`config.mk`:
```
export PLATFORM = sky130hd
export DESIGN_NAME = async_rx
export DESIGN_NICKNAME = d
export VERILOG_FILES = /design/src/include/async_rx_pkg.sv /design/src/core/async_rx.sv
export SDC_FILE = /design/constraint.sdc
export NUM_CORES = 1
export LEC_CHECK = 0
export ABC_AREA = 0
export BUFFER_PORTS_ARGS = -buffer_cell sky130_fd_sc_hd__buf_2
export CORE_ASPECT_RATIO = 0.9
export CORE_MARGIN = 2
export CORE_UTILIZATION = 50
export CTS_CLUSTER_SIZE = 28
export DETAILED_ROUTE_END_ITERATION = 16
export PLACE_DENSITY = 0.81
export SETUP_SLACK_MARGIN = 0.1
export SLEW_MARGIN = 30
export SYNTH_ARGS = -nofsm -noshare
export SYNTH_HDL_FRONTEND = slang
export SYNTH_SLANG_ARGS = --single-unit
export TNS_END_PERCENT = 5
```
`constraint.sdc`:
```
create_clock -name clk -period 3.31 [get_ports clk]
set_input_delay 0.331 -clock clk [delete_from_list [all_inputs] [get_ports clk]]
set_output_delay 0.331 -clock clk [all_outputs]
set_load 0.02 [all_outputs]
```
`src/include/async_rx_pkg.sv`:
```
// constants and types of the serial receive port with address detection
package async_rx_pkg;

   // register byte offsets on the wishbone bus
   localparam logic [7:0] CTRL_OFS    = 8'h00;
   localparam logic [7:0] STAT_OFS    = 8'h04;
   localparam logic [7:0] DATA_OFS    = 8'h08;
   localparam logic [7:0] DIV_OFS     = 8'h0c;
   localparam logic [7:0] EVT_OFS     = 8'h10;
   localparam logic [7:0] EVT_CLR_OFS = 8'h14;
   localparam logic [7:0] EVT_EN_OFS  = 8'h18;

   // control field positions
   localparam int CTRL_PORT_EN_BIT = 0;
   localparam int CTRL_CONT_EN_BIT = 1;
   localparam int CTRL_NINE_EN_BIT = 2;
   localparam int CTRL_ADDR_EN_BIT = 3;

   // status field positions
   localparam int ST_FRAME_BIT   = 0;
   localparam int ST_OVERRUN_BIT = 1;
   localparam int ST_NINTH_BIT   = 2;
   localparam int ST_RXFLAG_BIT  = 3;
   localparam int ST_COUNT_LSB   = 4;
   localparam int ST_BUSY_BIT    = 6;

   // event bits, shared by status, clear and enable registers
   localparam int EVT_RX_BIT  = 0;
   localparam int EVT_OVR_BIT = 1;
   localparam int EVT_W       = 2;

   // reset values
   localparam logic [3:0]       CTRL_RESET   = 4'h0;
   localparam logic [15:0]      DIV_RESET    = 16'h06c8;
   localparam logic [EVT_W-1:0] EVT_EN_RESET = 2'h0;

   // receive fifo depth, fixed at two characters
   localparam int FIFO_DEPTH = 2;

   typedef enum logic [1:0] {RX_IDLE, RX_START, RX_DATA, RX_STOP} rx_phase_t;

   typedef struct packed {
      logic       frame_err;
      logic [8:0] data;
   } rx_entry_t;

   typedef struct packed {
      logic                       port_en;
      logic                       cont_en;
      logic                       nine_en;
      logic                       addr_en;
      logic [15:0]                divisor;
      logic [EVT_W-1:0]           evt_en;
      logic [EVT_W-1:0]           evt_stat;
      logic                       sync1;
      logic                       sync2;
      logic                       prev;
      rx_phase_t                  phase;
      logic [15:0]                cnt;
      logic [3:0]                 nbit;
      logic [8:0]                 shreg;
      rx_entry_t [FIFO_DEPTH-1:0] fifo;
      logic [1:0]                 count;
      logic                       overrun;
      logic                       ack;
      logic [31:0]                rdata;
      logic                       irq;
      logic                       rx_flag;
   } state_t;

endpackage

```
`src/core/async_rx.sv`:
```
// serial receive port: two-deep fifo, error flags, 9-bit and address mode
`timescale 1ns/100ps
`default_nettype none

module async_rx
   import async_rx_pkg::*;
(
   // clock and reset
   input  wire logic        clk,
   input  wire logic        nrst,
   // wishbone slave
   input  wire logic        cyc_i,
   input  wire logic        stb_i,
   input  wire logic        we_i,
   input  wire logic [7:0]  adr_i,
   input  wire logic [3:0]  sel_i,
   input  wire logic [31:0] dat_i,
   output logic      [31:0] dat_o,
   output logic             ack_o,
   // serial line
   input  wire logic        rx_pin,
   // interrupt and receive flag
   output logic             irq,
   output logic             receive_interrupt_flag
);

   state_t           s;
   state_t           next_s;
   logic             req;
   logic             pop;
   logic             push;
   logic             done;
   logic             rx_on;
   logic [8:0]       ch;
   logic [31:0]      rd;
   logic [1:0]       left;
   logic [EVT_W-1:0] evt_set;
   logic [EVT_W-1:0] evt_clr;
   rx_entry_t        entry_in;

   always_comb begin
      next_s   = s;
      pop      = 1'b0;
      push     = 1'b0;
      done     = 1'b0;
      rd       = 32'h0;
      evt_set  = '0;
      evt_clr  = '0;
      entry_in = '0;
      ch       = 9'h000;

      // line synchroniser, first stage feeds only the second
      next_s.sync1 = rx_pin;
      next_s.sync2 = s.sync1;
      next_s.prev  = s.sync2;

      // bus: one wait state, ack is a single-cycle pulse
      req        = cyc_i & stb_i & ~s.ack;
      next_s.ack = req;
      if (req && we_i) begin
         case (adr_i)
            CTRL_OFS: begin
               if (sel_i[0]) begin
                  next_s.port_en = dat_i[CTRL_PORT_EN_BIT];
                  next_s.cont_en = dat_i[CTRL_CONT_EN_BIT];
                  next_s.nine_en = dat_i[CTRL_NINE_EN_BIT];
                  next_s.addr_en = dat_i[CTRL_ADDR_EN_BIT];
               end
            end
            DIV_OFS: begin
               if (sel_i[0]) begin
                  next_s.divisor[7:0] = dat_i[7:0];
               end
               if (sel_i[1]) begin
                  next_s.divisor[15:8] = dat_i[15:8];
               end
            end
            EVT_CLR_OFS: begin
               if (sel_i[0]) begin
                  evt_clr = dat_i[EVT_W-1:0];
               end
            end
            EVT_EN_OFS: begin
               if (sel_i[0]) begin
                  next_s.evt_en = dat_i[EVT_W-1:0];
               end
            end
            default: ;
         endcase
      end else if (req) begin
         case (adr_i)
            CTRL_OFS: begin
               rd[CTRL_PORT_EN_BIT] = s.port_en;
               rd[CTRL_CONT_EN_BIT] = s.cont_en;
               rd[CTRL_NINE_EN_BIT] = s.nine_en;
               rd[CTRL_ADDR_EN_BIT] = s.addr_en;
            end
            STAT_OFS: begin
               // framing and ninth-bit flags follow the oldest unread entry
               rd[ST_FRAME_BIT]   = (s.count != 2'd0) & s.fifo[0].frame_err;
               rd[ST_NINTH_BIT]   = (s.count != 2'd0) & s.fifo[0].data[8];
               rd[ST_OVERRUN_BIT] = s.overrun;
               rd[ST_RXFLAG_BIT]  = s.rx_flag;
               rd[ST_COUNT_LSB+:2] = s.count;
               rd[ST_BUSY_BIT]    = (s.phase != RX_IDLE);
            end
            DATA_OFS: begin
               rd[8:0] = s.fifo[0].data;
               // the read itself advances the fifo
               pop = (s.count != 2'd0);
            end
            DIV_OFS: begin
               rd[15:0] = s.divisor;
            end
            EVT_OFS: begin
               rd[EVT_W-1:0] = s.evt_stat;
            end
            EVT_EN_OFS: begin
               rd[EVT_W-1:0] = s.evt_en;
            end
            default: ;
         endcase
      end
      next_s.rdata = rd;

      // no new frame may start while overrun stands
      rx_on = s.port_en & s.cont_en & ~s.overrun;

      unique case (s.phase)
         RX_IDLE: begin
            if (rx_on && s.prev && !s.sync2) begin
               next_s.phase = RX_START;
               next_s.cnt   = s.divisor >> 1;
            end
         end
         RX_START: begin
            if (s.cnt != 16'h0) begin
               next_s.cnt = s.cnt - 16'h1;
            end else if (!s.sync2) begin
               next_s.phase = RX_DATA;
               next_s.cnt   = s.divisor - 16'h1;
               next_s.nbit  = 4'h0;
            end else begin
               // start bit gone by mid-bit: treat as a glitch
               next_s.phase = RX_IDLE;
            end
         end
         RX_DATA: begin
            if (s.cnt != 16'h0) begin
               next_s.cnt = s.cnt - 16'h1;
            end else begin
               next_s.shreg = {s.sync2, s.shreg[8:1]};
               next_s.nbit  = s.nbit + 4'h1;
               next_s.cnt   = s.divisor - 16'h1;
               if (s.nbit == (s.nine_en ? 4'h8 : 4'h7)) begin
                  next_s.phase = RX_STOP;
               end
            end
         end
         RX_STOP: begin
            if (s.cnt != 16'h0) begin
               next_s.cnt = s.cnt - 16'h1;
            end else begin
               done         = 1'b1;
               next_s.phase = RX_IDLE;
            end
         end
      endcase

      // eight-bit characters land one place high in the shifter
      ch = s.nine_en ? s.shreg : {1'b0, s.shreg[8:1]};
      entry_in.data      = ch;
      entry_in.frame_err = ~s.sync2;

      left = s.count - {1'b0, pop};
      if (done) begin
         if (s.addr_en && !ch[8]) begin
            push = 1'b0;
         end else if (left == 2'd2) begin
            // third full character with both slots taken
            next_s.overrun       = 1'b1;
            evt_set[EVT_OVR_BIT] = 1'b1;
         end else begin
            push = 1'b1;
         end
      end
      // framing errors raise no event of their own
      evt_set[EVT_RX_BIT] = push;

      if (pop) begin
         next_s.fifo[0] = s.fifo[1];
      end
      if (push) begin
         next_s.fifo[left[0]] = entry_in;
      end
      next_s.count = left + {1'b0, push};

      // either disable ends overrun; only port disable empties fifo
      if (!next_s.cont_en || !next_s.port_en) begin
         next_s.phase   = RX_IDLE;
         next_s.overrun = 1'b0;
      end
      if (!next_s.port_en) begin
         next_s.count = 2'd0;
         next_s.shreg = 9'h000;
      end

      // set wins over a clear in the same cycle
      next_s.evt_stat = (s.evt_stat & ~evt_clr) | evt_set;
      next_s.irq      = |(next_s.evt_stat & next_s.evt_en);
      next_s.rx_flag  = (next_s.count != 2'd0);
   end

   always_ff @(posedge clk or negedge nrst) begin
      if (!nrst) begin
         s         <= '0;
         s.divisor <= DIV_RESET;
         s.evt_en  <= EVT_EN_RESET;
         {s.addr_en, s.nine_en, s.cont_en, s.port_en} <= CTRL_RESET;
      end else begin
         s <= next_s;
      end
   end

   assign dat_o                  = s.rdata;
   assign ack_o                  = s.ack;
   assign irq                    = s.irq;
   assign receive_interrupt_flag = s.rx_flag;

endmodule

`default_nettype wire

```
==> out/metrics.csv, run 1 <==
stage,metric,value,unit
run_status,status,finished with violations,
run_status,failing checks,negative hold slack,
synthesis,Post-Synth Adder-Cell Area,0.0169,
worst_setup_path,family with the most delay on the worst path,simple AND/OR/NAND/NOR gates,
worst_setup_path,slowest CP cell,dfrtp_1,
die,die area,12200,µm²
placed_design,Final HPWL DP,10000,µm
synthesis,"count leader, synth",dfrtp_1,
route,First DRT Iteration DRCs,530,
die,CORE AREA,10900,µm²
global_routing,met1 GRT Util,0.338,
clocking,"Clk pin slew, worst setup/hold paths",0.07,ns
global_routing,vias in the first global route,4416,
worst_setup_path,R2R Setup Slk,0.60,ns
sta,Relative slew margins,0.509,
run,maxcap violations,0,
clocking,Skew-Pair Late Insertion Delay,0.35,ns
route,post-route ant nets,0,
global_routing,largest net degree at the start of global routing,45,
synthesis,synthesized area,5680,µm²
sta,Hold WS,-0.0312,ns
worst_setup_path,WP buf/inv,1,
worst_setup_path,Worst R2R End,receive_interrupt_flag$_DFF_PN0_,
route,Vias/cell,6.00,
placed_design,Port-buffer cells,50,
global_routing,initial antenna violation count,0,
power_and_ir_drop,Cell Pwr Density,391,nW/µm²
clocking,clk buf depth,2,
synthesis,multiplexer share of the synthesized area,0.117,
sta,RSZ-0062 raised after global routing,false,
worst_setup_path,Reg2Reg Depth,12,
die,FP Rows,36,
sta,Setup Viol. Count Final,0,
finish,diode count,0,
power_and_ir_drop,Pleak,3.02,nW
worst_setup_path,Worst setup EP type,register,
synthesis,most instantiated cells after synthesis,"dfrtp_1, nor2_1, nand2_1",
sta,FMAX,0.370,GHz
synthesis,area fraction of the dominant cell type after synthesis,0.418,
clocking,CTS root buffer,clkbuf_16,
global_routing,met2 Use GR,0.376,
synthesis,post-synthesis cell type count,66,
clocking,cts hold-fix bufs,0,
die,Starting Density,0.519,
global_routing,grt ovf,0,
synthesis,fraction of registers with async set/reset,1.00,
finish,layout cells sized above 1,0.200,
power_and_ir_drop,Tot Pwr,2.44,mW
synthesis,Yosys top cell by area,dfrtp_1,
clocking,CTS tree,done,
synthesis,area fraction in compound gates after synthesis,0.147,
route,DRC Markers,0,
synthesis,dominant cells by area after synthesis,"dfrtp_1, mux2i_1, mux2_2",
synthesis,"Top FF cell, synth",dfrtp_1,
worst_setup_path,CP most frequent cell,ha_1,
global_routing,first-pass GRT wire length,23100,µm
finish,final std cells w/o fill,767,
sta,"Hold Violations, Final",42,
synthesis,largest family of logic cells by synthesized area,simple AND/OR/NAND/NOR gates,
die,DIE HEIGHT,105,µm
clocking,CTS Sinks,100,
route,iteration count of the initial detailed-routing pass,6,
route,DRT Wirelength,14100,µm
synthesis,simple-gate portion of the synthesized area,0.175,
synthesis,Synth Area in XOR/XNOR,0.0262,
worst_setup_path,WP depth,12,
sta,Final min period,2.71,ns
worst_setup_path,worst setup path class,reg -> reg,
global_routing,Total GRT Usage,0.242,
finish,area grow syn2layout,9.73,%
worst_hold_path,min-delay worst type,in -> async,
synthesis,Yosys Warn Count,0,
die,Ports,85,
synthesis,sequential share of the synthesized area,0.441,
route,drt wl/cell,18.4,µm
die,die width,116,µm
synthesis,number of synthesized flops with an enable pin,0,
placed_design,RD Place Congestion,0.900,
worst_setup_path,critical-path maximum fanout,5,
clocking,post-CTS sizing,0,
worst_setup_path,largest stage delay on the critical path,0.38,ns
clocking,cts bufs inserted,9,
global_routing,GR Util met3,0.0476,
worst_setup_path,worst setup path endpoint,receive_interrupt_flag$_DFF_PN0_,
sta,Setup TNS,0,ns
worst_setup_path,CP Data Required Time,3.54,ns
power_and_ir_drop,Max IR drop VDD,0.301,mV
sta,fin crit share,0.817,
clocking,Post-CTS Setup Bufs,0,
placed_design,dpl cells,751,
worst_setup_path,startpoint types,register,
worst_setup_path,crit-path cells,and3b_1 > nand2b_1 > nor3_1 > o211ai_1 > inv_1 > ha_1 > nand2_1 > and4_1 > ha_1 > xor2_1 > xnor2_1 > a21oi_1,
sta,"Slew Viols, Final",0,
synthesis,Syn Area/Cell,9.77,µm²
route,vias,4602,
worst_setup_path,CP Data Arrival Time,2.94,ns
synthesis,Cells after Synth,582,
worst_setup_path,r2r startpoint,ack_o$_DFF_PN0_,
global_routing,GRT Max-Usage Layer,met2,
synthesis,Yosys reg bits,100,
sta,Layout Skew,0.00915,ns
finish,Nets,666,
clocking,H-tree depth,3,
worst_setup_path,crit path launch,ack_o$_DFF_PN0_,
sta,worst-margin pin slew,0.734,ns
==> worst min-delay path by stage <==
stage | to | slack [ns]
final | s[74]$_DFFE_PN0P_ | -0.03
after global routing | s[74]$_DFFE_PN0P_ | 0.02
after global placement | next_s[89]$_DFF_PN0_ | 0.33
after floorplan | ack_o$_DFF_PN0_ | 0.04
after detailed placement | next_s[89]$_DFF_PN0_ | 0.35
after CTS | s[74]$_DFFE_PN0P_ | 0.002
==> cell usage in the layout, fill, tap and decap left out, types with 6 or more instances in the layout <==
master,n
dfrtp_1,95
xnor2_1,9
buf_4,17
nand2_1,48
or3_1,6
o211ai_1,6
nor3_1,14
nor2_1,54
conb_1,16
xor2_1,8
mux2i_1,34
clkbuf_16,9
and2_1,9
a21oi_1,47
o21ai_0,26
ha_1,6
buf_2,49
mux2_2,25
inv_1,15
and4_1,6
==> power by group <==
part	leakage [nW]	switching, mW	internal (mW)
Clock	0.145	0.474	0.612
Sequential	1.35	0.00515	1.23
Combinational	1.52	0.0844	0.0396
==> cell families (layout without fill, tap and decap cells) <==
group                      after synthesis  count (layout)
and+or+nand+nor                        183             183
AOI/OAI and AO/OA                      133             133
DFF                                    100             100
buffers and inverters                   79              97
muxes                                   61              61
xor gates and xnor gates                17              17
adders and majority gates                8               8
other                                    1              16
==> cell type report <==
cell class / instances / area (µm²)
fill: 919 / 4710
multi-input combinational: 418 / 2800
sequential: 100 / 2510
timing repair buffer: 66 / 373
clock buffer: 10 / 239
clock inverter: 6 / 71.3
inverter: 15 / 56.3
tap: 152 / 190
==> flip-flops by register name, summed over array words and instances, names as in the netlist <==
name	flops
irq	1
dat_o	16
next_s	2
ack_o	1
s	79
receive_interrupt_flag	1
==> worst reg2reg max path, stage by stage (launching register included) <==
cell	delay [ns]
dfrtp_1	0.38
and3b_1	0.26
nand2b_1	0.13
nor3_1	0.34
o211ai_1	0.17
inv_1	0.09
ha_1	0.26
nand2_1	0.08
and4_1	0.22
ha_1	0.19
xor2_1	0.20
xnor2_1	0.17
a21oi_1	0.11
==> routing by layer <==
metal	share of wire	vias up
li1	-	2101
met1	0.42	2212
met2	0.47	257
met3	0.086	32
met4	0.025	0
met5	0	-
==> per-stage QoR <==
step / hold slack, ns / cell area (µm²) / utilization / worst slack (ns)
finish: -0.0312 / 6240 / 0.570 / 0.604
global route: 0.0218 / 6240 / 0.570 / 0.366
CTS: 0.00239 / 6240 / 0.570 / 0.607
detailed placement: 0.347 / 5930 / 0.541 / 0.598
global placement: 0.335 / 5930 / 0.541 / 0.655
floorplan: 0.0354 / 5740 / - / 0.197
Note: power is estimated with default switching activity, not from simulation.
==> inputs of run 2 (changes only) <==
Settings changed: ABC_AREA 0 to 1.
Clock period 3.31 ns to 2.7 ns, I/O delays scaled along.
==> run 2 against run 1 <==
Effect of this change: the run now ends clean; wire length is 7.4% higher; critical path depth down 1; largest cell class unchanged; cell count rose by 37%; via count up 20%; utilization decreased by 0.52 points.
==> out/metrics.csv, run 2 <==
stage,metric,value,unit,change
die,FP Rows,38,,+5.6%
synthesis,Syn Area/Cell,7.40,µm²,-24%
sta,FMAX,0.412,GHz,+12%
synthesis,"Top FF cell, synth",dfrtp_1,,
route,iteration count of the initial detailed-routing pass,5,,-1
global_routing,initial antenna violation count,0,,unchanged
sta,"Slew Viols, Final",0,,unchanged
sta,RSZ-0062 raised after global routing,false,,
clocking,CTS tree,done,,
synthesis,"count leader, synth",nand2_1,,
sta,worst-margin pin slew,0.702,ns,-0.0322 ns
worst_setup_path,Worst setup EP type,register,,
finish,"commonest non-fill, non-tap cell in the layout",nand2_1,,
sta,setup slack after layout,0.274,ns,-0.330 ns
worst_setup_path,CP Data Required Time,2.94,ns,-0.60 ns
synthesis,fraction of registers with async set/reset,1.00,,unchanged
run_status,status,"complete, no violations",,
die,DIE HEIGHT,110,µm,+4.6%
clocking,Skew-Pair Late Insertion Delay,0.36,ns,about the same
run,maxcap violations,0,,unchanged
placed_design,Port-buffer cells,50,,unchanged
clocking,cts bufs inserted,9,,unchanged
finish,diode count,0,,unchanged
sta,"Hold Violations, Final",0,,-100%
global_routing,grt ovf,0,,unchanged
synthesis,sequential share of the synthesized area,0.402,,-0.0390
finish,area grow syn2layout,9.79,%,about the same
power_and_ir_drop,Max IR drop VDD,0.380,mV,+26%
global_routing,first-pass GRT wire length,24300,µm,+5.0%
route,DRT Wirelength,15200,µm,+7.4%
route,DRC Markers,0,,unchanged
clocking,CTS Sinks,100,,unchanged
die,die width,122,µm,+4.6%
power_and_ir_drop,P_sw,1.04,mW,+85%
clocking,CTS root buffer,clkbuf_16,,
worst_setup_path,startpoint types,register,,
sta,fin crit share,0.898,,+0.0810
global_routing,largest net degree at the start of global routing,56,,+24%
finish,Util after Layout,0.565,,-0.00524
finish,post-route cell area,6850,µm²,+9.7%
worst_hold_path,min-delay worst type,in -> reg,,
global_routing,Total GRT Usage,0.233,,-0.00976
synthesis,most instantiated cells after synthesis,"nand2_1, nor2_1, inv_1",,
power_and_ir_drop,clock group share of total power,0.374,,-0.071
finish,max reg flops,79,,unchanged
route,drt wl/cell,14.4,µm,-22%
synthesis,Yosys Warn Count,0,,unchanged
power_and_ir_drop,Logic pwr share,0.158,,+0.107
finish,Nets,941,,+41%
synthesis,area fraction of the dominant cell type after synthesis,0.381,,-0.0369
clocking,"Clk pin slew, worst setup/hold paths",0.07,ns,about the same
placed_design,setup slack at placement,0.188,ns,-0.410 ns
power_and_ir_drop,Int Pwr,2.34,mW,+25%
finish,Reg with most FFs,s,,
synthesis,post-synthesis cell type count,43,,-35%
global_routing,vias in the first global route,4970,,+13%
die,Starting Density,0.514,,-0.00508
clocking,clk buf depth,2,,unchanged
die,Ports,85,,unchanged
sta,Relative slew margins,0.532,,+0.0233
route,post-route ant nets,0,,unchanged
route,vias,5528,,+20%
synthesis,Cells after Synth,842,,+45%
die,CORE AREA,12100,µm²,+11%
synthesis,Yosys top cell by area,dfrtp_1,,
sta,Setup Viol. Count Final,0,,unchanged
power_and_ir_drop,Pleak,3.55,nW,+18%
worst_setup_path,CP Data Arrival Time,2.66,ns,-0.28 ns
sta,Final min period,2.43,ns,-0.280 ns
power_and_ir_drop,Cell Pwr Density,494,nW/µm²,+26%
power_and_ir_drop,switch share,0.309,,+0.0778
synthesis,number of synthesized flops with an enable pin,0,,unchanged
finish,most frequent cells in the layout,"nand2_1, nor2_1, inv_1",,
power_and_ir_drop,sequential fraction of design power,0.468,,-0.037
synthesis,synthesized area,6230,µm²,+9.7%
synthesis,Yosys reg bits,100,,unchanged
sta,Setup TNS,0,ns,unchanged
route,Vias/cell,5.26,,-12%
worst_setup_path,critical-path maximum fanout,6,,+1
die,die area,13400,µm²,+9.3%
worst_setup_path,worst setup path class,reg -> reg,,
placed_design,RD Place Congestion,0.912,,+1.4%
placed_design,area post-placement,6470,µm²,+9.1%
placed_design,Final HPWL DP,10900,µm,+8.3%
synthesis,dominant cells by area after synthesis,"dfrtp_1, nand2_1, nor2_1",,
sta,Layout Skew,0.00777,ns,-0.00138 ns
clocking,H-tree depth,3,,unchanged
route,First DRT Iteration DRCs,621,,+17%
finish,layout cells sized above 1,0.175,,-0.0247
run 2: metrics by stage:
stage | hold slack (ns) | total power [mW] | instances
4_1_cts | 0.0153 | 3.38 | 1045
2_1_floorplan | -0.0256 | 1.99 | 857
5_1_grt | 0.0117 | 3.51 | 1050
3_5_place_dp | 0.335 | 2.13 | 1028
3_3_place_gp | 0.337 | 2.12 | 1028
6_report | 0.0249 | 3.38 | 1050
run 2: worst paths after layout:
kind	start	end	slack (ns)	depth (start not counted)
max	s[71]$_DFFE_PN0P_	receive_interrupt_flag$_DFF_PN0_	0.27	11
min	rx_pin	next_s[90]$_DFF_PN0_	0.02	1
max reg2reg	s[71]$_DFFE_PN0P_	receive_interrupt_flag$_DFF_PN0_	0.27	11
min reg2reg	next_s[90]$_DFF_PN0_	next_s[89]$_DFF_PN0_	0.35	0
max in group asynchronous	nrst	dat_o[1]$_DFF_PN0_	1.31	4
min in group asynchronous	nrst	s[62]$_DFFE_PN0P_	0.49	2
run 2: routing by layer:
layer | GRT usage | wire, µm | vias to the layer above | part of all wire
met3 | 0.0488 | 1070 | 29 | 0.071
li1 | - | - | 2706 | -
met5 | 0 | 0 | - | 0
met4 | 0.0870 | 372 | 0 | 0.025
met2 | 0.347 | 6720 | 221 | 0.44
met1 | 0.333 | 7000 | 2572 | 0.46
run 2: critical path: stages, from the launching register on:
cell and delay [ns]:
dfrtp_1 0.44, inv_2 0.12, ha_2 0.21, inv_1 0.04
nor2_1 0.10, nand3_2 0.15, inv_2 0.10, nand3_4 0.15
nor4_4 0.36, ha_4 0.27, xor2_1 0.26, a21oi_1 0.10
run 2: power groups by stage:
| stage | clock (mW) | sequential (mW) | combinational [mW] |
|---|---|---|---|
| 2_1_floorplan | 0 | 1.60 | 0.384 |
| 3_3_place_gp | 0 | 1.61 | 0.509 |
| 3_5_place_dp | 0 | 1.61 | 0.517 |
| 4_1_cts | 1.28 | 1.58 | 0.521 |
| 5_1_grt | 1.33 | 1.59 | 0.590 |
| 6_report | 1.27 | 1.58 | 0.534 |
run 2: cell families (layout without fill, tap and decap cells):
group / after synthesis / count (layout) / synth area share
adder cells (fa/ha/maj): 6 / 6 / 0.0120
XOR/XNOR: 11 / 11 / 0.0155
buffers and inverters: 160 / 193 / 0.124
AO/OA/AOI/OAI: 111 / 111 / 0.102
AND/OR/NAND/NOR: 445 / 445 / 0.331
multiplexers: 8 / 8 / 0.0128
other: 1 / 16 / 0.000601
flip-flops: 100 / 100 / 0.402
run 2: area by class of cell:
type                    instances  area (µm²)
clock buffers                   9         225
clock inverters                 7        58.8
fillers                      1050        5280
inverters                     110         419
multi-input cells             597        3050
flip-flops and latches        100        2510
well taps                     160         200
repair buffers                 64         360
repair inverters                3        22.5
run 2: what timing repair did:
item	4_1_cts	5_1_grt
gates resized for setup	0	15
endpoints found under the hold margin	48	0
hold buffers	1	0
endpoints found under the setup margin	0	11
buffers inserted	0	2
==> inputs of run 3 (changes only) <==
Settings changed: BUFFER_PORTS_ARGS -buffer_cell sky130_fd_sc_hd__buf_2 to -buffer_cell sky130_fd_sc_hd__buf_4.
==> run 3 against run 2 <==
Effect of this change: sequential share of layout area down 0.57 points; clock power grew 6%; maximum frequency down 1.7%; utilization increased by 0.90 points; worst setup slack got worse by 0.042 ns; largest power group unchanged; highest routed layer unchanged; clock skew increased by 0.00050 ns; die area is the same; clock-buffer cell count up 1.
==> out/metrics.csv, run 3 (synthesis gave the netlist of run 2 again) <==
stage,metric,value,unit,change
sta,Hold WS,0.0134,ns,-0.0114 ns
clocking,"Clk pin slew, worst setup/hold paths",0.07,ns,about the same
placed_design,Port-buffer cells,50,,unchanged
sta,Final min period,2.47,ns,+0.0420 ns
sta,RSZ-0062 raised after global routing,false,,
worst_setup_path,Worst setup EP type,register,,
route,DRC Markers,0,,unchanged
power_and_ir_drop,Max IR drop VDD,0.298,mV,-22%
route,iteration count of the initial detailed-routing pass,6,,+1
power_and_ir_drop,clock group share of total power,0.386,,+0.012
worst_setup_path,CP Data Arrival Time,2.75,ns,+0.09 ns
die,Starting Density,0.514,,unchanged
die,Ports,85,,unchanged
route,Vias/cell,5.29,,+0.42%
placed_design,setup slack at placement,-0.0115,ns,-0.199 ns
route,DRT Wirelength,15300,µm,+0.60%
die,CORE AREA,12100,µm²,unchanged
clocking,CTS tree,done,,
sta,worst-margin pin slew,0.703,ns,+0.000969 ns
clocking,H-tree depth,3,,unchanged
finish,diode count,0,,unchanged
clocking,cts bufs inserted,9,,unchanged
die,die width,122,µm,unchanged
sta,"Slew Viols, Final",0,,unchanged
sta,Setup TNS,0,ns,unchanged
global_routing,first-pass GRT wire length,25200,µm,+3.8%
global_routing,vias in the first global route,5144,,+3.5%
power_and_ir_drop,Int Pwr,2.44,mW,+4.4%
worst_setup_path,family with the most delay on the worst path,simple AND/OR/NAND/NOR gates,,
sta,Relative slew margins,0.531,,-0.000646
finish,Reg with most FFs,s,,
placed_design,dpl cells,1027,,-0.097%
clocking,CTS root buffer,clkbuf_16,,
worst_setup_path,CP Data Required Time,2.98,ns,+0.04 ns
power_and_ir_drop,Pleak,3.59,nW,+0.95%
finish,max reg flops,79,,unchanged
placed_design,Final HPWL DP,11000,µm,+1.0%
worst_setup_path,critical-path maximum fanout,5,,-1
finish,"commonest non-fill, non-tap cell in the layout",nand2_1,,
die,DIE HEIGHT,110,µm,unchanged
die,die area,13400,µm²,unchanged
worst_setup_path,WP buf/inv,5,,+2
sta,Setup Viol. Count Final,0,,unchanged
finish,final std cells w/o fill,1049,,-0.095%
clocking,Skew-Pair Late Insertion Delay,0.36,ns,about the same
global_routing,Total GRT Usage,0.244,,+0.0114
power_and_ir_drop,Tot Pwr,3.47,mW,+2.5%
worst_setup_path,largest stage delay on the critical path,0.41,ns,-0.03 ns
global_routing,largest net degree at the start of global routing,57,,+1.8%
route,vias,5546,,+0.33%
finish,layout cells sized above 1,0.171,,-0.00430
worst_setup_path,worst setup path class,reg -> reg,,
power_and_ir_drop,P_sw,1.03,mW,-1.5%
finish,area grow syn2layout,11.5,%,
power_and_ir_drop,Logic pwr share,0.157,,about the same
worst_setup_path,startpoint types,register,,
worst_setup_path,crit-path cells,nor2_4 > inv_1 > nor2_2 > nand3_1 > inv_1 > ha_1 > nand2_1 > inv_1 > nor4_4 > ha_2 > buf_4 > clkinvlp_4 > o21ai_0,,
finish,post-route cell area,6950,µm²,+1.6%
placed_design,area post-placement,6580,µm²,+1.8%
finish,Util after Layout,0.574,,+0.00898
worst_setup_path,slowest CP cell,dfrtp_1,,
placed_design,RD Place Congestion,0.908,,-0.53%
route,First DRT Iteration DRCs,645,,+3.9%
sta,FMAX,0.405,GHz,-1.7%
sta,Layout Skew,0.00827,ns,+0.000504 ns
power_and_ir_drop,sequential fraction of design power,0.456,,-0.012
global_routing,grt ovf,0,,unchanged
power_and_ir_drop,switch share,0.296,,-0.0123
clocking,clk buf depth,2,,unchanged
die,FP Rows,38,,unchanged
route,drt wl/cell,14.5,µm,+0.70%
global_routing,initial antenna violation count,0,,unchanged
route,post-route ant nets,0,,unchanged
sta,fin crit share,0.914,,+0.0156
sta,"Hold Violations, Final",0,,unchanged
worst_setup_path,CP most frequent cell,inv_1,,
worst_hold_path,min-delay worst type,in -> reg,,
run_status,status,"complete, no violations",,
sta,setup slack after layout,0.232,ns,-0.0420 ns
run,maxcap violations,0,,unchanged
clocking,CTS Sinks,100,,unchanged
power_and_ir_drop,Cell Pwr Density,499,nW/µm²,+0.94%
finish,most frequent cells in the layout,"nand2_1, nor2_1, inv_1",,
finish,Nets,940,,-0.11%
run 3: cell types whose count changed in the layout (fill, tap and decap cells not counted), sizes merged:
cell / previous run / this run
bufinv: 0 / 1
clkinv: 5 / 3
clkbuf: 9 / 10
clkinvlp: 5 / 4
run 3: power groups by stage:
stage | Combinational (mW) | Clock (mW) | Sequential [mW]
after detailed placement | 0.531 | 0 | 1.61
final | 0.545 | 1.34 | 1.58
after CTS | 0.538 | 1.36 | 1.58
after global placement | 0.522 | 0 | 1.61
after floorplan | 0.384 | 0 | 1.60
after global routing | 0.601 | 1.42 | 1.59
run 3: path summary, 6_finish.rpt:
kind                                       from                    to  slack (ns)  cells past startpoint
max                             ack_o$_DFF_PN0_     s[54]$_DFFE_PN0P_        0.23                     13
min                                      rx_pin  next_s[90]$_DFF_PN0_        0.01                      1
min reg2reg                next_s[90]$_DFF_PN0_  next_s[89]$_DFF_PN0_        0.36                      0
max reg2reg                     ack_o$_DFF_PN0_     s[54]$_DFFE_PN0P_        0.23                     13
min in group asynchronous                  nrst     s[61]$_DFFE_PN0P_        0.49                      2
max in group asynchronous                  nrst    s[105]$_DFFE_PN1P_        1.39                      3
run 3: area by class of cell:
class                      instances  area (µm²)
fill                            1093        5170
multi-input combinational        597        3030
sequential                       100        2510
timing repair buffer              64         483
inverter                         110         419
clock buffer                      10         229
tap                              160         200
clock inverter                     6        71.3
timing repair inverter             2        15.0
run 3: repair_timing:
action | in CTS | in global routing
pin swaps | 1 | 2
setup endpoints to repair | 10 | 12
hold buffers | 1 | 0
gates cloned | 1 | 1
resized for setup | 5 | 7
setup buffers | 2 | 1
endpoints found under the hold margin | 29 | 0
run 3: metal layers:
layer / vias to the layer above / part of all wire / wire length, µm / global-route usage
li1: 2704 / - / - / -
met1: 2582 / 0.46 / 6970 / 0.337
met2: 228 / 0.45 / 6810 / 0.384
met3: 32 / 0.074 / 1130 / 0.0441
met4: 0 / 0.022 / 343 / 0.0952
met5: - / 0 / 0 / 0
